### config.mk
export PLATFORM = sky130hd
export DESIGN_NAME = cdl_link
export DESIGN_NICKNAME = d
export VERILOG_FILES = /design/src/cdl_sync.v /design/src/cdl_wq.v /design/src/cdl_link.v
export VERILOG_INCLUDE_DIRS = /design/src /design/src/src
export SDC_FILE = /design/constraint.sdc
export NUM_CORES = 1
export LEC_CHECK = 0
export BUFFER_PORTS_ARGS = -buffer_cell sky130_fd_sc_hd__buf_4
export CELL_PAD_IN_SITES_DETAIL_PLACEMENT = 1
export CELL_PAD_IN_SITES_GLOBAL_PLACEMENT = 1
export CORE_UTILIZATION = 30
export CTS_CLUSTER_DIAMETER = 150
export DETAILED_ROUTE_END_ITERATION = 12
export PLACE_DENSITY_LB_ADDON = 0.3
export SYNTH_ARGS = -nofsm -noshare
export SYNTH_HDL_FRONTEND = slang
export SYNTH_SLANG_ARGS = --single-unit
### constraint.sdc
create_clock -name clk -period 7.1 [get_ports clk]
set_input_delay 0.355 -clock clk [delete_from_list [all_inputs] [get_ports clk]]
set_output_delay 0.355 -clock clk [all_outputs]
set_load 0.05 [all_outputs]
### src/cdl_regs.vh
`ifndef CDL_REGS_VH
`define CDL_REGS_VH

// ==========================================================
// register offsets, owning-core system register space
`define CDL_CH0_TX_CTL    8'h10
`define CDL_CH0_RX_CTL    8'h11
`define CDL_CH0_TX_WORD   8'h12
`define CDL_CH0_RX_WORD   8'h13
`define CDL_CH1_TX_CTL    8'h20
`define CDL_CH1_RX_CTL    8'h21
`define CDL_CH1_TX_WORD   8'h22
`define CDL_CH1_RX_WORD   8'h23
`define CDL_CH_STRIDE     8'h10
`define CDL_CTL_RESET     16'h0000

// ==========================================================
// channel control field positions
`define CDL_B_CONNECT     0
`define CDL_B_DMA_MIRROR  1
`define CDL_B_FLUSH       2
`define CDL_B_DSP         3
`define CDL_B_SLOT_LO     4
`define CDL_B_SLOT_HI     7
`define CDL_B_FIP_LO      8
`define CDL_B_FIP_HI      10
`define CDL_B_DMA         11
`define CDL_B_LOOP        12
`define CDL_B_FULL        13
`define CDL_B_EMPTY       14
`define CDL_B_FLOW        15

// ==========================================================
// codec frame layout in bit clocks
`define CDL_FRAME_LAST    8'hff
`define CDL_TAG_BITS      9'h010
`define CDL_SLOT_BITS     9'h014
`define CDL_SLOT_CMD_ADDR 4'h1
`define CDL_SLOT_CMD_DATA 4'h2
`define CDL_SLOT_FIRST_PCM 4'h3
`define CDL_SLOT_LAST     4'hc

// ==========================================================
// timing
`define CDL_CLK_NS        20
`define CDL_WR2_BITCLKS   4'h3
`define CDL_READ_BEST_NS  25390
`define CDL_READ_MAX_NS   87890
`define CDL_READ_MAX_CYC  (`CDL_READ_MAX_NS / `CDL_CLK_NS)

`endif

### src/cdl_sync.v
`timescale 1ns/1ps
module cdl_sync #(
  parameter WIDTH = 2
) (
  // clock and reset
  input  wire             clk,
  input  wire             reset_n,
  // asynchronous levels in, synchronous levels out
  input  wire [WIDTH-1:0] async_in,
  output wire [WIDTH-1:0] sync_out
);

  // ==========================================================
  // two flops per bit; only the second one is visible
  reg [WIDTH-1:0] meta_q;
  reg [WIDTH-1:0] stable_q;

  always @(posedge clk) begin
    if (!reset_n) begin
      meta_q   <= {WIDTH{1'b0}};
      stable_q <= {WIDTH{1'b0}};
    end else begin
      meta_q   <= async_in;
      stable_q <= meta_q;
    end
  end

  assign sync_out = stable_q;

endmodule

### src/cdl_wq.v
`timescale 1ns/1ps
module cdl_wq (
  // clock and reset
  input  wire        clk,
  input  wire        reset_n,
  // fill side
  input  wire        push,
  input  wire [22:0] push_data,
  // drain side
  input  wire        pop,
  output wire [22:0] head,
  output wire [1:0]  count
);

  // ==========================================================
  // two-entry posted write store, entry 0 is the oldest
  reg [22:0] ent_q [0:1];
  reg [1:0]  cnt_q;

  always @(posedge clk) begin
    if (!reset_n) begin
      ent_q[0] <= 23'h000000;
      ent_q[1] <= 23'h000000;
      cnt_q    <= 2'h0;
    end else begin
      if (pop && cnt_q != 2'h0) begin
        ent_q[0] <= (push && cnt_q == 2'h1) ? push_data : ent_q[1];
        if (!push)
          cnt_q <= cnt_q - 2'h1;
      end else if (push && cnt_q != 2'h2) begin
        if (cnt_q == 2'h0)
          ent_q[0] <= push_data;
        else
          ent_q[1] <= push_data;
        cnt_q <= cnt_q + 2'h1;
      end
    end
  end

  assign head  = ent_q[0];
  assign count = cnt_q;

endmodule

### src/cdl_link.v
// Overview of operation
// - codec writes posted, one sent per frame
// - at most two codec writes held pending
// - write into empty queue takes no waits
// - second write waits a few bit clocks
// - third pending write stalls until frame frees
// - codec reads stall master until data returns
// - read starts after pending writes finish
// - unqueued read takes one to two frames three slots
// - read bounded by four frames three slots
// - stalled access blocks shared bus for everyone
// - channel control reachable from owning core only
// - bit 0 connects channel to link
// - bit 11 enables channel dma servicing
// - bits 10..8 pick interrupt fill position
// - bit 15 sticky flow error, write-one-clear
// - bits 3,2,12 controls; bit 1 mirrors dma
`timescale 1ns/1ps
`include "cdl_regs.vh"
module cdl_link #(
  parameter READ_LIMIT_CYC = `CDL_READ_MAX_CYC
) (
  // clock and reset
  input  wire        clk,
  input  wire        reset_n,
  // owning-core system register port
  input  wire [7:0]  sys_addr,
  input  wire        sys_wr,
  input  wire        sys_rd,
  input  wire        sys_from_host,
  input  wire [15:0] sys_wdata,
  output reg  [15:0] sys_rdata,
  // peripheral control bus, codec register window
  input  wire        pcb_req,
  input  wire        pcb_write,
  input  wire [6:0]  pcb_addr,
  input  wire [15:0] pcb_wdata,
  output wire        pcb_wait,
  output wire        pcb_bus_locked,
  output reg  [15:0] pcb_rdata,
  output reg         pcb_rvalid,
  // channel service
  output reg  [3:0]  chan_irq,
  output reg  [3:0]  chan_dma_req,
  // codec link
  input  wire        codec_bit_clock,
  input  wire        codec_sdata_in,
  output reg         codec_sync,
  output reg         codec_sdata_out
);

  // ==========================================================
  // slot geometry helpers
  function [3:0] slot_of;
    input [7:0] b;
    reg   [8:0] off;
    reg   [7:0] idx;
    begin
      off = {1'b0, b} - `CDL_TAG_BITS;
      idx = off[7:0] / 8'd20;
      if ({1'b0, b} < `CDL_TAG_BITS)
        slot_of = 4'h0;
      else
        slot_of = 4'h1 + idx[3:0];
    end
  endfunction

  function is_first;
    input [7:0] b;
    reg   [8:0] off;
    begin
      off = {1'b0, b} - `CDL_TAG_BITS;
      if ({1'b0, b} < `CDL_TAG_BITS)
        is_first = (b == 8'h00);
      else
        is_first = (off[7:0] % 8'd20 == 8'd0);
    end
  endfunction

  function is_last;
    input [7:0] b;
    reg   [8:0] off;
    begin
      off = {1'b0, b} - `CDL_TAG_BITS;
      if ({1'b0, b} < `CDL_TAG_BITS)
        is_last = (b == 8'h0f);
      else
        is_last = (off[7:0] % 8'd20 == 8'd19);
    end
  endfunction

  // ==========================================================
  // link input sampling and edge finding
  wire [1:0] link_s;
  reg        bclk_d_q;

  cdl_sync #(.WIDTH(2)) u_sync (
    .clk      (clk),
    .reset_n  (reset_n),
    .async_in ({codec_sdata_in, codec_bit_clock}),
    .sync_out (link_s)
  );

  wire bclk_rise = link_s[0] & ~bclk_d_q;
  wire bclk_fall = ~link_s[0] & bclk_d_q;

  reg  [7:0] bit_q;
  wire [7:0] nb          = bit_q + 8'h01;
  wire       frame_start = bclk_rise && bit_q == `CDL_FRAME_LAST;
  wire       slot_load   = bclk_rise && is_first(nb);
  wire [3:0] load_slot   = slot_of(nb);
  wire       slot_end    = bclk_fall && is_last(bit_q);
  wire [3:0] end_slot    = slot_of(bit_q);

  // ==========================================================
  // codec command path
  localparam RD_IDLE   = 3'h0;
  localparam RD_QUEUED = 3'h1;
  localparam RD_SENT   = 3'h2;
  localparam RD_REPLY  = 3'h3;
  localparam RD_DONE   = 3'h4;

  reg  [2:0]  rd_state_q;
  reg  [6:0]  rd_addr_q;
  reg  [15:0] rd_data_q;
  reg  [15:0] rd_timer_q;
  reg  [3:0]  gap_q;
  reg  [19:0] in_sr_q;
  reg         cmd_read_q;
  reg  [6:0]  cmd_addr_q;
  reg  [15:0] cmd_data_q;
  wire [22:0] wq_head;
  wire [1:0]  wq_count;

  wire wr_wait = (wq_count == 2'h2) ||
                 (wq_count == 2'h1 && gap_q < `CDL_WR2_BITCLKS) ||
                 (rd_state_q != RD_IDLE);
  wire rd_wait = (rd_state_q != RD_DONE);
  assign pcb_wait       = pcb_req && (pcb_write ? wr_wait : rd_wait);
  assign pcb_bus_locked = pcb_wait;

  wire wr_take  = pcb_req && pcb_write && !wr_wait;
  wire wq_pop   = frame_start && wq_count != 2'h0;
  wire rd_start = frame_start && wq_count == 2'h0 &&
                  rd_state_q == RD_QUEUED;

  cdl_wq u_wq (
    .clk       (clk),
    .reset_n   (reset_n),
    .push      (wr_take),
    .push_data ({pcb_addr, pcb_wdata}),
    .pop       (wq_pop),
    .head      (wq_head),
    .count     (wq_count)
  );

  always @(posedge clk) begin
    if (!reset_n) begin
      bclk_d_q    <= 1'b0;
      bit_q       <= `CDL_FRAME_LAST;
      gap_q       <= 4'h0;
      cmd_read_q  <= 1'b0;
      cmd_addr_q  <= 7'h00;
      cmd_data_q  <= 16'h0000;
      rd_state_q  <= RD_IDLE;
      rd_addr_q   <= 7'h00;
      rd_data_q   <= 16'h0000;
      rd_timer_q  <= 16'h0000;
      pcb_rdata   <= 16'h0000;
      pcb_rvalid  <= 1'b0;
    end else begin
      bclk_d_q   <= link_s[0];
      pcb_rvalid <= 1'b0;
      if (bclk_rise)
        bit_q <= nb;
      // write spacing is counted in bit clocks since the last accept
      if (wr_take)
        gap_q <= 4'h0;
      else if (bclk_rise && gap_q != 4'hf)
        gap_q <= gap_q + 4'h1;
      // one command per frame: a queued write first, then a waiting read
      if (frame_start) begin
        cmd_read_q  <= !wq_pop && rd_start;
        cmd_addr_q  <= wq_pop ? wq_head[22:16] : rd_addr_q;
        cmd_data_q  <= wq_pop ? wq_head[15:0] : 16'h0000;
      end
      case (rd_state_q)
        RD_IDLE: begin
          if (pcb_req && !pcb_write) begin
            rd_state_q <= RD_QUEUED;
            rd_addr_q  <= pcb_addr;
          end
        end
        RD_QUEUED: begin
          if (rd_start)
            rd_state_q <= RD_SENT;
        end
        RD_SENT: begin
          // reply arrives in slot 2 of the frame after the request
          if (frame_start)
            rd_state_q <= RD_REPLY;
        end
        RD_REPLY: begin
          if (slot_end && end_slot == `CDL_SLOT_CMD_DATA) begin
            // the slot's last bit is shifted in on this same edge
            rd_data_q  <= in_sr_q[18:3];
            rd_state_q <= RD_DONE;
          end
        end
        RD_DONE: begin
          rd_state_q <= RD_IDLE;
          pcb_rdata  <= rd_data_q;
          pcb_rvalid <= 1'b1;
        end
        default: rd_state_q <= RD_IDLE;
      endcase
      // a dead bit clock must not hang the shared bus forever
      if (rd_state_q == RD_IDLE || rd_state_q == RD_DONE)
        rd_timer_q <= 16'h0000;
      else if (rd_timer_q >= READ_LIMIT_CYC[15:0]) begin
        rd_data_q  <= 16'hffff;
        rd_state_q <= RD_DONE;
      end else
        rd_timer_q <= rd_timer_q + 16'h0001;
    end
  end

  // ==========================================================
  // channel registers; 0 ch0 tx, 1 ch0 rx, 2 ch1 tx, 3 ch1 rx
  reg  [15:0] ctl_rd   [0:3];
  reg  [15:0] word_q   [0:3];
  reg  [3:0]  full_q;
  reg  [3:0]  connect_q;
  reg  [3:0]  slot_q   [0:3];
  wire        sys_ok = !sys_from_host;

  genvar i;
  generate
    for (i = 0; i < 4; i = i + 1) begin : g_chan
      localparam [7:0] CTL_A  = `CDL_CH0_TX_CTL + `CDL_CH_STRIDE * (i / 2) + (i % 2);
      localparam [7:0] WORD_A = CTL_A + 8'h02;
      localparam       IS_TX  = (i % 2 == 0);

      reg        dma_q;
      reg        flush_q;
      reg        dsp_q;
      reg        loop_q;
      reg  [2:0] fip_q;
      reg        flow_q;

      wire ctl_wr  = sys_ok && sys_wr && sys_addr == CTL_A;
      wire word_wr = sys_ok && sys_wr && sys_addr == WORD_A && IS_TX;
      wire word_rd = sys_ok && sys_rd && sys_addr == WORD_A && !IS_TX;
      // tag and command slots never carry channel data
      wire hit_tx  = IS_TX && slot_load && connect_q[i] && load_slot == slot_q[i] &&
                     load_slot >= `CDL_SLOT_FIRST_PCM;
      wire hit_rx  = !IS_TX && slot_end && connect_q[i] && end_slot == slot_q[i] &&
                     end_slot >= `CDL_SLOT_FIRST_PCM;
      wire err     = (hit_tx && !full_q[i]) ||
                     (hit_rx && full_q[i] && !word_rd) ||
                     (word_wr && full_q[i]);

      always @(posedge clk) begin
        if (!reset_n) begin
          connect_q[i] <= 1'b0;
          dma_q        <= 1'b0;
          flush_q      <= 1'b0;
          dsp_q        <= 1'b0;
          loop_q       <= 1'b0;
          fip_q        <= 3'h0;
          slot_q[i]    <= 4'h0;
          flow_q       <= 1'b0;
          full_q[i]    <= 1'b0;
          word_q[i]    <= 16'h0000;
          chan_irq[i]  <= 1'b0;
          chan_dma_req[i] <= 1'b0;
        end else begin
          if (ctl_wr) begin
            connect_q[i] <= sys_wdata[`CDL_B_CONNECT];
            dma_q        <= sys_wdata[`CDL_B_DMA];
            fip_q        <= sys_wdata[`CDL_B_FIP_HI:`CDL_B_FIP_LO];
            slot_q[i]    <= sys_wdata[`CDL_B_SLOT_HI:`CDL_B_SLOT_LO];
            flush_q      <= sys_wdata[`CDL_B_FLUSH];
            dsp_q        <= sys_wdata[`CDL_B_DSP];
            loop_q       <= sys_wdata[`CDL_B_LOOP];
          end
          // an error in the same cycle as the clearing write keeps the flag
          if (err)
            flow_q <= 1'b1;
          else if (ctl_wr && sys_wdata[`CDL_B_FLOW])
            flow_q <= 1'b0;
          // one-word holding stage; flush empties it while set
          if (flush_q)
            full_q[i] <= 1'b0;
          else if (word_wr && !full_q[i]) begin
            word_q[i] <= sys_wdata;
            full_q[i] <= 1'b1;
          end else if (hit_tx)
            full_q[i] <= 1'b0;
          else if (hit_rx && (!full_q[i] || word_rd)) begin
            word_q[i] <= in_sr_q[18:3];
            full_q[i] <= 1'b1;
          end else if (word_rd)
            full_q[i] <= 1'b0;
          chan_irq[i] <= connect_q[i] && {2'b00, full_q[i]} == fip_q;
          chan_dma_req[i] <= dma_q && connect_q[i] &&
                             (IS_TX ? !full_q[i] : full_q[i]);
        end
      end

      always @* begin
        ctl_rd[i] = {flow_q, !full_q[i], full_q[i], loop_q, dma_q, fip_q,
                     slot_q[i], dsp_q, flush_q, dma_q, connect_q[i]};
      end
    end
  endgenerate

  // ==========================================================
  // register read port; host side sees zeros here
  always @(posedge clk) begin
    if (!reset_n)
      sys_rdata <= 16'h0000;
    else if (sys_rd && sys_ok) begin
      case (sys_addr)
        `CDL_CH0_TX_CTL:  sys_rdata <= ctl_rd[0];
        `CDL_CH0_RX_CTL:  sys_rdata <= ctl_rd[1];
        `CDL_CH0_RX_WORD: sys_rdata <= word_q[1];
        `CDL_CH1_TX_CTL:  sys_rdata <= ctl_rd[2];
        `CDL_CH1_RX_CTL:  sys_rdata <= ctl_rd[3];
        `CDL_CH1_RX_WORD: sys_rdata <= word_q[3];
        default:          sys_rdata <= 16'h0000;
      endcase
    end else
      sys_rdata <= 16'h0000;
  end

  // ==========================================================
  // outgoing slot assembly
  reg [19:0] slot_word;
  reg [9:0]  pcm_valid;
  integer    c;
  integer    s;

  always @* begin
    slot_word = 20'h00000;
    pcm_valid = 10'h000;
    for (s = 0; s < 10; s = s + 1) begin
      for (c = 0; c < 4; c = c + 2) begin
        if (connect_q[c] && full_q[c] && slot_q[c] == s[3:0] + `CDL_SLOT_FIRST_PCM)
          pcm_valid[9 - s] = 1'b1;
      end
    end
    if (load_slot == 4'h0)
      slot_word = {1'b1, wq_count != 2'h0 || rd_start, wq_count != 2'h0,
                   pcm_valid, 3'h0, 4'h0};
    else if (load_slot == `CDL_SLOT_CMD_ADDR)
      slot_word = {cmd_read_q, cmd_addr_q, 12'h000};
    else if (load_slot == `CDL_SLOT_CMD_DATA)
      slot_word = {cmd_data_q, 4'h0};
    else begin
      for (c = 0; c < 4; c = c + 2) begin
        if (connect_q[c] && full_q[c] && slot_q[c] == load_slot)
          slot_word = slot_word | {word_q[c], 4'h0};
      end
    end
  end

  // ==========================================================
  // link shifters: drive on rising bit clock, sample on falling
  reg [19:0] out_sr_q;

  always @(posedge clk) begin
    if (!reset_n) begin
      out_sr_q        <= 20'h00000;
      in_sr_q         <= 20'h00000;
      codec_sync      <= 1'b0;
      codec_sdata_out <= 1'b0;
    end else begin
      if (bclk_rise) begin
        if (slot_load) begin
          codec_sdata_out <= slot_word[19];
          out_sr_q        <= {slot_word[18:0], 1'b0};
        end else begin
          codec_sdata_out <= out_sr_q[19];
          out_sr_q        <= {out_sr_q[18:0], 1'b0};
        end
        codec_sync <= ({1'b0, nb} < `CDL_TAG_BITS);
      end
      if (bclk_fall)
        in_sr_q <= {in_sr_q[18:0], link_s[1]};
    end
  end

endmodule

Word-level counts from Yosys, hierarchy flattened
Memory sizes are Yosys's and may differ from the RTL's. Cells that the tools add are included.

Reductions and logical operators: 134. Add/subtract/negate cells: 9. Equal/unequal tests: 54. Magnitude comparators: 6. Bitwise logic cells: 17. Div/mod/pow operators: 4. Mux-type cells: 123.

Operator list (number): two-way mux 20 bit (9); two-way mux 16 bit (9); case mux 16 bit (6 select lines) (1); two-way mux 23 bit (4); logical AND 1 bit (91); two-way mux 1 bit (83); equality test 4 bit (second input constant) (10); equality test 8 x 5 -> 1 bit (second input constant) (5); equality test 4 x 3 -> 1 bit (second input constant) (8); equality test 8 x 6 -> 1 bit (second input constant) (4); equality test 4 bit (6); two-way mux 4 bit (6); bitwise OR 20 bit (1); nonzero test 2 bit (10); two-way mux 3 bit (6); adder 16 x 1 -> 16 bit (second input constant) (1); divider 8 x 5 -> 8 bit (second input constant) (2); equality test 4 x 2 -> 1 bit (second input constant) (4); greater-or-equal comparator 16 x 13 -> 1 bit (second input constant) (1); logical NOT 8 bit (2); less-than comparator 8 x 5 -> 1 bit (second input constant) (2); modulo 8 x 5 -> 8 bit (second input constant) (2); subtractor 8 x 5 -> 8 bit (second input constant) (2); equality test 1 x 3 -> 1 bit (4); other kinds (32) (74).

Memories: 3. Output and inout bits: 45. Bits in writable memories: 126. Logic and storage cells: 410. Flip-flop bits (word level): 207. Bits of input ports: 56.

Memories: word_q (words 4, bits a word 16, read ports 4, clocked after Yosys merged registers in 0, wr ports 4, line cdl_link.v:231) `reg [15:0] word_q [0:3];`; u_wq.ent_q (words 2, bits a word 23, read ports 2, clocked after Yosys merged registers in 0, wr ports 2, line cdl_wq.v:17) `reg [22:0] ent_q [0:1];`; slot_q (words 4, bits a word 4, read ports 4, clocked after Yosys merged registers in 0, wr ports 4, line cdl_link.v:234) `reg [3:0] slot_q [0:3];`.

Depth between registers and ports, before layout
Gate-level depths: netlist (run 1).

Word-level depth: 17. Depth in mapped cells: 25.

By module
A second synthesis (run 1) with hierarchy kept.

Cell total of the unflattened synthesis: 1735. Area, all modules: 15766.4 sq um.

By module, submodules not included: cdl_link (area each 13384.1 sq um, cells an instance 1527, times used 1, seq. area each 6326.1 sq um); cdl_wq (area each 2277.2 sq um, cells an instance 200, times used 1, seq. area each 1421.4 sq um); cdl_sync (area each 105.1 sq um, cells an instance 8, times used 1, seq. area each 80.1 sq um).

Least setup slack after synthesis (run 1)
Ideal clock, no wire load.

Path type: reg2reg. From: register bit_q[1]. To: register codec_sdata_out. Library setup time: 0.092 ns. Arrival time: 5.166 ns. Period minus slack after synthesis: 5.259 ns. Path buffers: 3. Stages on the path, launching flop included: 24. Path slack: 1.841 ns. Cells stage by stage: dfxtp_1 -> ha_1 -> and3_1 -> buf_6 -> xnor2_4 -> ha_1 -> xnor2_4 -> xnor2_4 -> nor3_1 -> nand3_1 -> and3_4 -> or3_1 -> a32oi_2 -> nand2_1 -> ha_1 -> buf_1 -> or3_1 -> a211o_1 -> o311ai_0 -> nand4_1 -> nand2_2 -> buf_6 -> a221oi_1 -> o32ai_1.

Longest elaborated chain between the ends: 17. Elaborated cells between the ends (all ways): 28. Those cells by class: add/sub: 3; div: 2; order compare: 1; eq/ne: 4; mux: 11; bitwise: 1; reduce/logical: 6.

RTL lines: from (decl) (line cdl_link.v:107) `reg [7:0] bit_q;`; from (signal assigned) (line cdl_link.v:160) `` bit_q <= `CDL_FRAME_LAST; ``; from (signal assigned) (line cdl_link.v:175) `bit_q <= nb;`; adder 8 x 1 -> 8 bit * (line cdl_link.v:108) `wire [7:0] nb = bit_q + 8'h01;`; subtractor 8 x 5 -> 8 bit (no line); divider 8 x 5 -> 8 bit (line cdl_link.v:60) `idx = off[7:0] / 8'd20;`; adder 1 x 4 -> 4 bit (line cdl_link.v:64) `slot_of = 4'h1 + idx[3:0];`; two-way mux 4 bit (line cdl_link.v:61) `` if ({1'b0, b} < `CDL_TAG_BITS) ``; equality test 4 bit (line cdl_link.v:362) `if (connect_q[c] && full_q[c] && slot_q[c] == load_slot)`; logical AND 1 bit (line cdl_link.v:362); two-way mux 20 bit (line cdl_link.v:362); two-way mux 20 bit (line cdl_link.v:358) `` else if (load_slot == `CDL_SLOT_CMD_DATA) ``; two-way mux 20 bit (line cdl_link.v:356) `` else if (load_slot == `CDL_SLOT_CMD_ADDR) ``; two-way mux 20 bit (line cdl_link.v:353) `if (load_slot == 4'h0)`; bitwise OR 20 bit (line cdl_link.v:363) `slot_word = slot_word | {word_q[c], 4'h0};`; two-way mux 20 bit (line cdl_link.v:362); two-way mux 20 bit (line cdl_link.v:358); two-way mux 20 bit (line cdl_link.v:356); two-way mux 20 bit (line cdl_link.v:353); two-way mux 1 bit * (line cdl_link.v:380) `if (slot_load) begin`; to (signal assigned) (line cdl_link.v:381) `codec_sdata_out <= slot_word[19];`; to (signal assigned) (line cdl_link.v:384) `codec_sdata_out <= out_sr_q[19];`; to (decl) (line cdl_link.v:49) `output reg codec_sdata_out`.

Every way passes the cells marked *; elsewhere a longest branch is shown, timed or not. The select of a mux whose other input is x is not followed. A chain may end at the register's enable or synchronous reset.

Worst setup path in the final report (run 1)
From: register bit_q[3]. To: register codec_sdata_out.

Same word-level chain as after synthesis.

==> results of run 1 <==
[worst reg2reg max path, delay by kind of cell, from the launching register on]
| kind | cells | cell delay (ps) |
|---|---|---|
| AOI/OAI and AO/OA | 6 | 1510 |
| adders and majority gates | 2 | 1060 |
| buffers and inverters | 1 | 210 |
| DFF | 1 | 760 |
| muxes | 1 | 290 |
| and+or+nand+nor | 9 | 2670 |
[routing by layer]
metal / share of wire / vias to the layer above / GRT usage
met3: 0.043 / 75 / 0.0265
met2: 0.47 / 300 / 0.311
met1: 0.46 / 6656 / 0.264
met5: 0 / - / 0
met4: 0.025 / 0 / 0.0580
li1: - / 6235 / -
[power groups by stage]
stage,sequential (µW),combinational [µW],clock [µW]
finish,2080,1280,1900
floorplan,2090,913,0
detailed placement,2120,1270,0
global route,2090,1400,2010
CTS,2080,1270,1940
global placement,2120,1240,0
[synthesized netlist by cell type, types with 7 or more instances]
master	number
a21oi_1	148
nand2b_1	15
a221o_1	8
nor4_1	15
o22ai_1	10
buf_1	8
buf_2	9
a211oi_1	17
xnor2_1	24
inv_1	31
buf_4	8
ha_1	18
o21ai_0	34
a31oi_1	9
o21a_1	9
a221oi_1	7
mux2i_1	32
o31a_1	7
edfxtp_1	126
xor2_1	21
nand3_1	50
nand2_1	237
a221oi_2	8
a21o_1	7
o2111ai_1	7
clkbuf_1	81
o21ai_1	11
a22o_1	22
nor2_1	100
a22oi_1	11
o211ai_1	16
and3_1	28
nor3_1	21
and2_1	112
dfxtp_1	202
o31ai_1	9
nand4_1	19
a222oi_1	27
a21boi_0	7
o221ai_1	11
or3_1	14
[placed cells by master (no fill, tap or decap), types with 10 or more instances in the layout]
cell type	n
a21oi_1	148
a222oi_1	27
o221ai_1	11
nand2_1	237
or3_1	14
inv_1	31
a22o_1	22
and3_1	28
xnor2_1	24
xor2_1	21
edfxtp_1	126
mux2i_1	32
ha_1	18
nand3_1	49
o211ai_1	16
nor3_1	21
o21ai_0	32
nor4_1	12
buf_4	129
o21ai_1	13
nor2_1	100
nand4_1	19
clkbuf_16	37
nand2b_1	15
and2_1	112
a22oi_1	11
dfxtp_1	202
o22ai_1	10
a211oi_1	16
[what timing repair did]
action / in CTS / in global routing
endpoints found under the hold margin: 2 / 0
setup endpoints to repair: 0 / 1
hold buffers: 2 / 0
gates resized for setup: 0 / 1
[worst max-delay path by stage]
| stage | endpoint |
|---|---|
| after floorplan | codec_sdata_out |
| after global placement | codec_sdata_out |
| final | codec_sdata_out |
| after global routing | codec_sdata_out |
| after detailed placement | codec_sdata_out |
| after CTS | codec_sdata_out |
[stage by stage]
stage / setup WS, ps / util / std cells / hold WS [ps]
2_1_floorplan: 1840 / - / 1667 / 412
3_3_place_gp: 890 / 0.330 / 2372 / 423
3_5_place_dp: 573 / 0.330 / 2372 / 432
4_1_cts: 526 / 0.353 / 2442 / 42.2
5_1_grt: 18.8 / 0.353 / 2442 / 68.1
6_report: 511 / 0.353 / 2442 / 54.4
[cell type report]
class | instances | area, µm² | share of cell area
Sequential cell | 328 | 7830 | 0.423
Tap cell | 688 | 861 | 0.0465
Clock inverter | 17 | 161 | 0.00871
Timing Repair Buffer | 131 | 988 | 0.0534
Clock buffer | 51 | 1040 | 0.0563
Inverter | 36 | 136 | 0.00736
Multi-Input combinational cell | 1191 | 7510 | 0.405
[kinds of logic after synthesis]
kind of cell             count (synthesis)  share of synthesized area
AO/OA/AOI/OAI                          430                      0.191
XOR/XNOR                                50                     0.0320
adder cells (fa/ha/maj)                 18                     0.0142
buffers and inverters                  148                     0.0403
flip-flops                             328                      0.492
multiplexers                            34                     0.0215
AND/OR/NAND/NOR                        659                      0.209
[sequential cells by signal, indices dropped and copies added (netlist names), 7 cells and up]
| name | flops |
|---|---|
| rd_addr_q | 7 |
| cmd_data_q | 16 |
| u_wq.ent_q | 46 |
| cmd_addr_q | 7 |
| out_sr_q | 15 |
| slot_q | 16 |
| rd_data_q | 16 |
| word_q | 64 |
| rd_timer_q | 16 |
| bit_q | 8 |
| sys_rdata | 16 |
| g_chan.fip_q | 12 |
| pcb_rdata | 16 |
| in_sr_q | 19 |
==> impl_metrics.py, run 1 <==
metrics = {
    "timing": {
        "fin_skew_ps": 33.3,
        "max_freq_mhz": 152,
        "max-slew-margin-rel": 0.181,
        "tightest_slew_ps": 1220,
        "setup_viol": 0,
        "finalCritPeriodShare": 0.928,
        "tns_ps": 0,
        "rsz0062_at_grt": "false",
        "finalHoldViolCount": 0,
        "report.final.slew_viol_count": 0,
        "fin_crit_ps": 6590,
    },
    "yosys": {
        "synth.area.top_cells": "dfxtp_1 25%, edfxtp_1 24%, nand2_1 5.6%",
        "synth_top_area_frac": 0.254,
        "netlist_area_um2": 15900,
        "synth_edf_count": 126,
        "syn-num-nets": 1741,
        "synth_flop_cell": "dfxtp_1",
        "synth_top_area_cell": "dfxtp_1",
        "seq_area_frac_synth": 0.492,
        "postSynthCellCount": 1667,
        "postSynthRegisterBits": 328,
        "ys_types": 96,
        "yosys_warnings": 0,
        "ys_async_sr_fraction": 0,
        "syn_avg_cell_area_um2": 9.55,
    },
    "routing": {
        "wire_per_inst_um": 21.4,
        "avgViaCountPerCell": 5.43,
        "drtAntennaViolNets": 0,
        "vias": 13266,
        "dr.pass1.iters": 6,
        "wl_mm": 52.2,
        "drt_iter0_drc": 857,
        "route.detailed.drc": 0,
    },
    "placed_design": {
        "dp_hpwl_mm": 37.4,
        "port_buffers": 100,
        "globalplace.congestion": 0.906,
        "dpl_cell_area_um2": 17300,
    },
    "clocking": {
        "clk_path_buf_depth": 3,
        "insertion_delay_ps": 580,
        "cts.clk_slew.worst_paths_ps": 60,
        "cts_tree": "done",
        "htree_levels": 2,
        "cts-buffers-inserted": 37,
        "cts.sinks": 328,
        "cts_setup_buffers": 0,
        "cts_root_buf": "clkbuf_16",
    },
    "min_path": {
        "whs_path_depth": 3,
        "hp-start": "pcb_addr[6]",
        "holdPathEnd": "rd_addr_q[6]",
        "hold_path_class": "in2reg",
    },
    "power_and_ir_drop": {
        "ir_drop_uv": 149,
        "switching_power_uw": 1720,
        "intPower_uw": 3540,
        "combinationalPowerShare": 0.243,
        "p_leak_uw": 0.00678,
        "powerDensity_nw_per_um2": 284,
        "total_power_uw": 5260,
        "netSwitchingFraction": 0.327,
        "clockPowerShare": 0.361,
        "power_frac_seq": 0.396,
    },
    "critical_path": {
        "r2r_cells": 19,
        "cpPeakStageDelay_ps": 760,
        "arrival_ps": 7050,
        "cp_cell_sequence": "and4_1 > a21o_1 > nand2_1 > ha_1 > inv_1 > nor3_1 > nor4_2 > or3b_1 > mux2_2 > a32oi_2 > nand2_1 > ha_1 > or3_1 > a211o_1 > o311ai_0 > nand4_1 > nand2_2 > a221oi_1 > o32ai_1",
        "start_kind": "flop",
        "slowest_stage": "dfxtp_1",
        "cp-startpoint": "bit_q[3]",
        "endpoint_kind": "flop",
        "worst-setup-path-type": "reg2reg",
        "cp_max_fo": 18,
        "r2r-end": "codec_sdata_out",
        "path_buf_inv": 1,
        "rrSetupSlack_ps": 510,
        "crit_cells": 19,
        "r2r_start": "bit_q[3]",
        "critPathTopFamily": "simple AND/OR/NAND/NOR gates",
        "worst_ep_required_time_ps": 7560,
    },
    "floorplanning": {
        "rows": 84,
        "die_area_um2": 54000,
        "die_x_um": 232,
        "start_util": 0.303,
        "fp.dieH_um": 232,
        "core_area_um2": 52400,
        "ios": 101,
    },
    "status": {
        "status": "finished clean",
    },
    "final_layout": {
        "fin_area_um2": 18500,
        "layout.nets": 1799,
        "fillers": 5932,
        "area_growth_pct": 16.4,
        "drive_above_1_share": 0.139,
        "diodes": 0,
    },
    "global_route": {
        "antenna_found_initial": 0,
        "grt_use_total": 0.192,
        "grt_pass1_wl_mm": 80.6,
        "grt_overflow": 0,
        "grt_pass1_vias": 13360,
        "grt_max_degree": 61,
    },
    "flow_run": {
        "drv_cap": 0,
    },
}
Power figures use the tool's default switching activity.
==> run 2: changes to the inputs <==
--- a/config.mk
+++ b/config.mk
@@ -9,7 +9,9 @@
 export BUFFER_PORTS_ARGS = -buffer_cell sky130_fd_sc_hd__buf_4
 export CELL_PAD_IN_SITES_DETAIL_PLACEMENT = 1
 export CELL_PAD_IN_SITES_GLOBAL_PLACEMENT = 1
+export CORE_MARGIN = 2
 export CORE_UTILIZATION = 30
+export CTS_BUF_LIST = sky130_fd_sc_hd__clkbuf_16
 export CTS_CLUSTER_DIAMETER = 150
 export DETAILED_ROUTE_END_ITERATION = 12
 export PLACE_DENSITY_LB_ADDON = 0.3
==> run 2 against run 1 <==
- maximum frequency rose by 1.2%
- via count fell by 0.79%
- sequential share of layout area barely moved
- critical path depth rose by 2
- clock skew fell by 14 ps
- clock power barely moved
- utilization fell by 0.090 points
- cell area barely moved
- clock-buffer cell count fell by 9
- die area rose by 1.7%
- worst setup slack improved by 79 ps
- first-iteration DRC count fell by 9.7%
- highest routed layer unchanged
==> impl_metrics.py, run 2 (synthesis results as in run 1) <==
metrics = {
    "routing": {
        "vias": 13161,
        "avgViaCountPerCell": 5.39,
        "wl_mm": 52.0,
        "route.detailed.drc": 0,
        "drt_iter0_drc": 774,
        "drtAntennaViolNets": 0,
        "dr.pass1.iters": 5,
        "wire_per_inst_um": 21.3,
    },
    "power_and_ir_drop": {
        "ir_drop_uv": 126,
        "p_leak_uw": 0.00684,
        "total_power_uw": 5250,
        "powerDensity_nw_per_um2": 283,
    },
    "timing": {
        "max-slew-margin-rel": 0.179,
        "max_freq_mhz": 154,
        "tightest_slew_ps": 1230,
        "fin_skew_ps": 18.9,
        "tns_ps": 0,
        "finalHoldViolCount": 0,
        "fin_ws_ps": 590,
        "report.final.slew_viol_count": 0,
        "setup_viol": 0,
        "finalCritPeriodShare": 0.917,
        "holdWs_ps": 68.3,
        "fin_crit_ps": 6510,
        "rsz0062_at_grt": "false",
    },
    "clocking": {
        "cts-buffers-inserted": 38,
        "cts.sinks": 328,
        "cts.clk_slew.worst_paths_ps": 60,
        "cts_root_buf": "clkbuf_16",
        "insertion_delay_ps": 560,
        "cts_tree": "done",
        "clk_path_buf_depth": 3,
        "htree_levels": 2,
        "cts_setup_buffers": 0,
    },
    "critical_path": {
        "worst-setup-path-type": "reg2reg",
        "cp_max_fo": 15,
        "endpoint_kind": "flop",
        "arrival_ps": 6970,
        "start_kind": "flop",
        "worst_ep_required_time_ps": 7560,
    },
    "flow_run": {
        "drv_cap": 0,
    },
    "global_route": {
        "grt_max_degree": 87,
        "grt_overflow": 0,
        "antenna_found_initial": 0,
        "grt_pass1_vias": 13367,
        "grt_use_total": 0.190,
        "grt_pass1_wl_mm": 80.5,
    },
    "final_layout": {
        "final_cell_mix": "237 x nand2_1, 201 x dfxtp_1, 148 x a21oi_1",
        "top_register": "word_q",
        "drive_above_1_share": 0.136,
        "utilization": 0.352,
        "multiInputGateArea_um2": 7510,
        "fillers": 6033,
        "largest_registers": "word_q x64, u_wq.ent_q x46, in_sr_q x19",
        "diodes": 0,
        "regArea_um2": 7830,
        "final_common_cell": "nand2_1",
        "largest_reg_flops": 64,
        "layout.nets": 1800,
        "area_growth_pct": 16.3,
    },
    "floorplanning": {
        "core_area_um2": 52600,
        "fp.dieH_um": 234,
        "start_util": 0.303,
        "die_area_um2": 54900,
        "rows": 84,
        "die_x_um": 234,
        "ios": 101,
    },
    "status": {
        "status": "finished clean",
    },
    "placed_design": {
        "dp_hpwl_mm": 37.1,
        "globalplace.congestion": 0.874,
        "place_ws_ps": 541,
        "port_buffers": 100,
    },
    "min_path": {
        "hold_path_class": "in2reg",
    },
}
==> run 2: cell types whose count changed in the layout (fill, tap and decap cells not counted), sizes merged <==
| cell | change |
|---|---|
| inv | +20 |
| clkinv | -9 |
| clkbuf | -9 |
| clkinvlp | -1 |
==> run 2: area by class of cell <==
cell class,count,area share
multi-input cells,1191,0.406
repair buffers,131,0.0534
well taps,688,0.0465
flip-flops and latches,328,0.423
clock inverters,27,0.00743
inverters,36,0.00743
clock buffers,42,0.0568
==> run 2: through the flow <==
stage               instances  area (µm²)
floorplan                1667       15900
global placement         2372       17300
detailed placement       2372       17300
CTS                      2443       18500
global route             2443       18500
finish                   2443       18500
==> run 2: critical path: stages, from the launching register on <==
cell and delay (ps):
dfxtp_1 500, ha_1 200, buf_4 190, and3_1 390, xnor2_4 230, ha_1 360
xnor2_4 130, xnor2_4 220, nor3_1 300, nand3_1 330, and3_4 280, or3_1 340
a32oi_2 380, nand2_1 170, ha_1 430, or3_1 350, a211o_1 260, o311ai_0 200
o211ai_1 300, nand2_2 390, a221oi_1 170, o32ai_1 280
==> run 2: final timing paths <==
kind                       from               to  slack (ps)  cells after the start
max                    bit_q[0]  codec_sdata_out         590                     21
min                 pcb_addr[1]     rd_addr_q[1]          70                      3
max reg2reg            bit_q[0]  codec_sdata_out         590                     21
min reg2reg  u_sync.sync_out[1]       in_sr_q[0]         440                      2
==> run 2: layer usage <==
layer | part of all wire | vias up | GRT usage
met4 | 0.029 | 0 | 0.0611
met1 | 0.46 | 6584 | 0.258
met2 | 0.47 | 257 | 0.306
met3 | 0.042 | 83 | 0.0332
met5 | 0 | - | 0
li1 | - | 6237 | -
==> run 2: power by group <==
group	switching (µW)	internal (µW)
Sequential	52.6	2030
Combinational	839	435
Clock	798	1090
==> run 2: timing repair <==
item,4_1_cts,5_1_grt
setup endpoints to repair,0,1
hold endpoints to repair,2,0
hold buffers,2,0
resized for setup,0,3
==> run 3: changes to the inputs <==
--- a/config.mk
+++ b/config.mk
@@ -6,10 +6,11 @@
 export SDC_FILE = /design/constraint.sdc
 export NUM_CORES = 1
 export LEC_CHECK = 0
+export ABC_AREA = 1
 export BUFFER_PORTS_ARGS = -buffer_cell sky130_fd_sc_hd__buf_4
 export CELL_PAD_IN_SITES_DETAIL_PLACEMENT = 1
 export CELL_PAD_IN_SITES_GLOBAL_PLACEMENT = 1
-export CORE_MARGIN = 2
+export CORE_MARGIN = 5
 export CORE_UTILIZATION = 30
 export CTS_BUF_LIST = sky130_fd_sc_hd__clkbuf_16
 export CTS_CLUSTER_DIAMETER = 150
==> run 3 against run 2 <==
- largest cell class unchanged
- via count fell by 2.2%
- combinational power rose by 20%
- total power rose by 5.1%
- wire length fell by 9.4%
- maximum frequency rose by 21%
- global-route usage fell by 2.1 points
- non-clock buffer count fell by 13
==> impl_metrics.py, run 3 <==
metrics = {
    "status": {
        "status": "finished clean",
    },
    "timing": {
        "fin_ws_ps": 1740,
        "fin_crit_ps": 5360,
        "setup_viol": 0,
        "report.final.slew_viol_count": 0,
        "finalCritPeriodShare": 0.755,
        "max-slew-margin-rel": 0.205,
        "finalHoldViolCount": 0,
        "tns_ps": 0,
        "fin_skew_ps": 23.6,
        "tightest_slew_ps": 1190,
        "max_freq_mhz": 187,
        "rsz0062_at_grt": "false",
    },
    "global_route": {
        "grt_use_total": 0.169,
        "grt_overflow": 0,
        "antenna_found_initial": 2,
        "grt_pass1_wl_mm": 74.2,
        "grt_max_degree": 80,
        "grt_pass1_vias": 13084,
    },
    "min_path": {
        "hp-start": "pcb_addr[0]",
        "hold_path_class": "in2reg",
        "holdPathEnd": "rd_addr_q[0]",
        "whs_path_depth": 3,
    },
    "routing": {
        "vias": 12874,
        "drt_iter0_drc": 712,
        "avgViaCountPerCell": 4.89,
        "drtAntennaViolNets": 0,
        "wire_per_inst_um": 17.9,
        "route.detailed.drc": 0,
        "dr.pass1.iters": 5,
        "wl_mm": 47.1,
    },
    "yosys": {
        "postSynthRegisterBits": 328,
        "seq_area_frac_synth": 0.518,
        "synthSimpleGateAreaFrac": 0.219,
        "synth_compound_area_frac": 0.149,
        "ys_types": 56,
        "synth.most_common_cell": "nand2_1",
        "yosys.area_share.adder": 0.0149,
        "yosys_warnings": 0,
        "synth_top_family_by_area": "simple AND/OR/NAND/NOR gates",
        "synth_top_area_cell": "dfxtp_1",
        "synth_top_area_frac": 0.267,
        "syn_avg_cell_area_um2": 8.19,
        "syn-num-nets": 1920,
        "postSynthCellCount": 1846,
        "synth.area.top_cells": "dfxtp_1 27%, edfxtp_1 25%, nand2_1 8.2%",
        "synth_edf_count": 126,
        "ys_async_sr_fraction": 0,
        "synthTopCellsByCount": "332 x nand2_1, 251 x inv_1, 235 x nor2_1, 202 x dfxtp_1, 135 x a21oi_1",
        "synth_flop_cell": "dfxtp_1",
        "synth_xor_area_frac": 0.00960,
        "synthMuxAreaShare": 0,
        "netlist_area_um2": 15100,
    },
    "flow_run": {
        "drv_cap": 0,
    },
    "critical_path": {
        "endpoint_kind": "flop",
        "worst-setup-path-type": "reg2reg",
        "worst_ep_required_time_ps": 7280,
        "r2r_start": "bit_q[4]",
        "r2r_cells": 32,
        "cpMostUsedCell": "nand2_2",
        "cp_max_fo": 16,
        "rrSetupSlack_ps": 1740,
        "start_kind": "flop",
        "arrival_ps": 5540,
        "r2r-end": "word_q[1][11]",
        "slowest_stage": "dfxtp_1",
        "cpPeakStageDelay_ps": 480,
    },
    "floorplanning": {
        "core_area_um2": 50000,
        "die_x_um": 235,
        "ios": 101,
        "rows": 82,
        "die_area_um2": 55000,
        "fp.dieH_um": 235,
        "start_util": 0.303,
    },
    "final_layout": {
        "layout.nets": 2005,
        "drive_above_1_share": 0.131,
        "area_growth_pct": 17.2,
        "final_cell_mix": "332 x nand2_1, 259 x inv_1, 232 x nor2_1",
        "largest_reg_flops": 64,
        "final_common_cell": "nand2_1",
        "diodes": 0,
        "largest_registers": "word_q x64, u_wq.ent_q x46, in_sr_q x19",
        "utilization": 0.355,
        "top_register": "word_q",
    },
    "clocking": {
        "cts_setup_buffers": 0,
        "insertion_delay_ps": 560,
        "cts.clk_slew.worst_paths_ps": 60,
        "htree_levels": 2,
        "cts_tree": "done",
        "cts.sinks": 328,
        "cts_root_buf": "clkbuf_16",
        "cts-buffers-inserted": 38,
        "clk_path_buf_depth": 3,
    },
    "placed_design": {
        "port_buffers": 100,
        "globalplace.congestion": 0.840,
        "place_ws_ps": 1690,
        "dp_hpwl_mm": 34.2,
    },
    "power_and_ir_drop": {
        "p_leak_uw": 0.00718,
        "ir_drop_uv": 134,
        "powerDensity_nw_per_um2": 311,
    },
}
## run 3: where the power goes
group | switching [µW] | internal [µW]
logic | 1090 | 439
clock network | 800 | 1070
registers | 46.7 | 2070
## run 3: cells by family after synthesis
family | Yosys count
AND/OR/NAND/NOR | 758
AO/OA/AOI/OAI | 382
buffers and inverters | 346
flip-flops | 328
adder cells (fa/ha/maj) | 18
XOR/XNOR | 14
## run 3: stage by stage
stage | hold WS [ps] | instance area (µm²) | cells | total power [µW]
2_1_floorplan | 390 | 15100 | 1846 | 3250
3_3_place_gp | 408 | 16500 | 2561 | 3660
3_5_place_dp | 421 | 16500 | 2561 | 3700
4_1_cts | 57.4 | 17700 | 2632 | 5590
5_1_grt | 101 | 17700 | 2632 | 5840
6_report | 87.2 | 17700 | 2632 | 5510
## run 3: worst max-delay path, delay by kind of cell (launching register included)
kind | cells | cell delay (ps)
buf+inv | 5 | 360
simple gates | 17 | 2470
compound gates | 4 | 490
fa+ha+maj | 2 | 560
flops | 1 | 480
xor+xnor | 4 | 620
## run 3: what timing repair did
item,CTS,global route
gates resized for setup,0,0
hold endpoints to repair,2,0
hold buffers,2,0
## run 3: worst max path at each step
| stage | slack (ps) | cells past startpoint | endpoint | start |
|---|---|---|---|---|
| finish | 1740 | 32 | word_q[1][11] | bit_q[4] |
| global route | 1250 | 36 | out_sr_q[13] | bit_q[0] |
| CTS | 1680 | 32 | word_q[1][11] | bit_q[4] |
| detailed placement | 1690 | 32 | word_q[1][12] | bit_q[4] |
| global placement | 1980 | 32 | word_q[1][11] | bit_q[4] |
| floorplan | 2400 | 32 | word_q[1][0] | bit_q[4] |
## run 3: cell type report
class	instances	area, µm²
Fill cell	5940	32200
Timing Repair Buffer	118	891
Clock buffer	39	976
Sequential cell	328	7830
Multi-Input combinational cell	1172	5970
Tap cell	672	841
Clock inverter	30	194
Inverter	273	1030
## run 3: routing by layer
metal | GRT usage | part of all wire
met4 | 0.0449 | 0.019
met3 | 0.0253 | 0.038
met5 | 0 | 0.00045
met1 | 0.235 | 0.48
met2 | 0.276 | 0.46
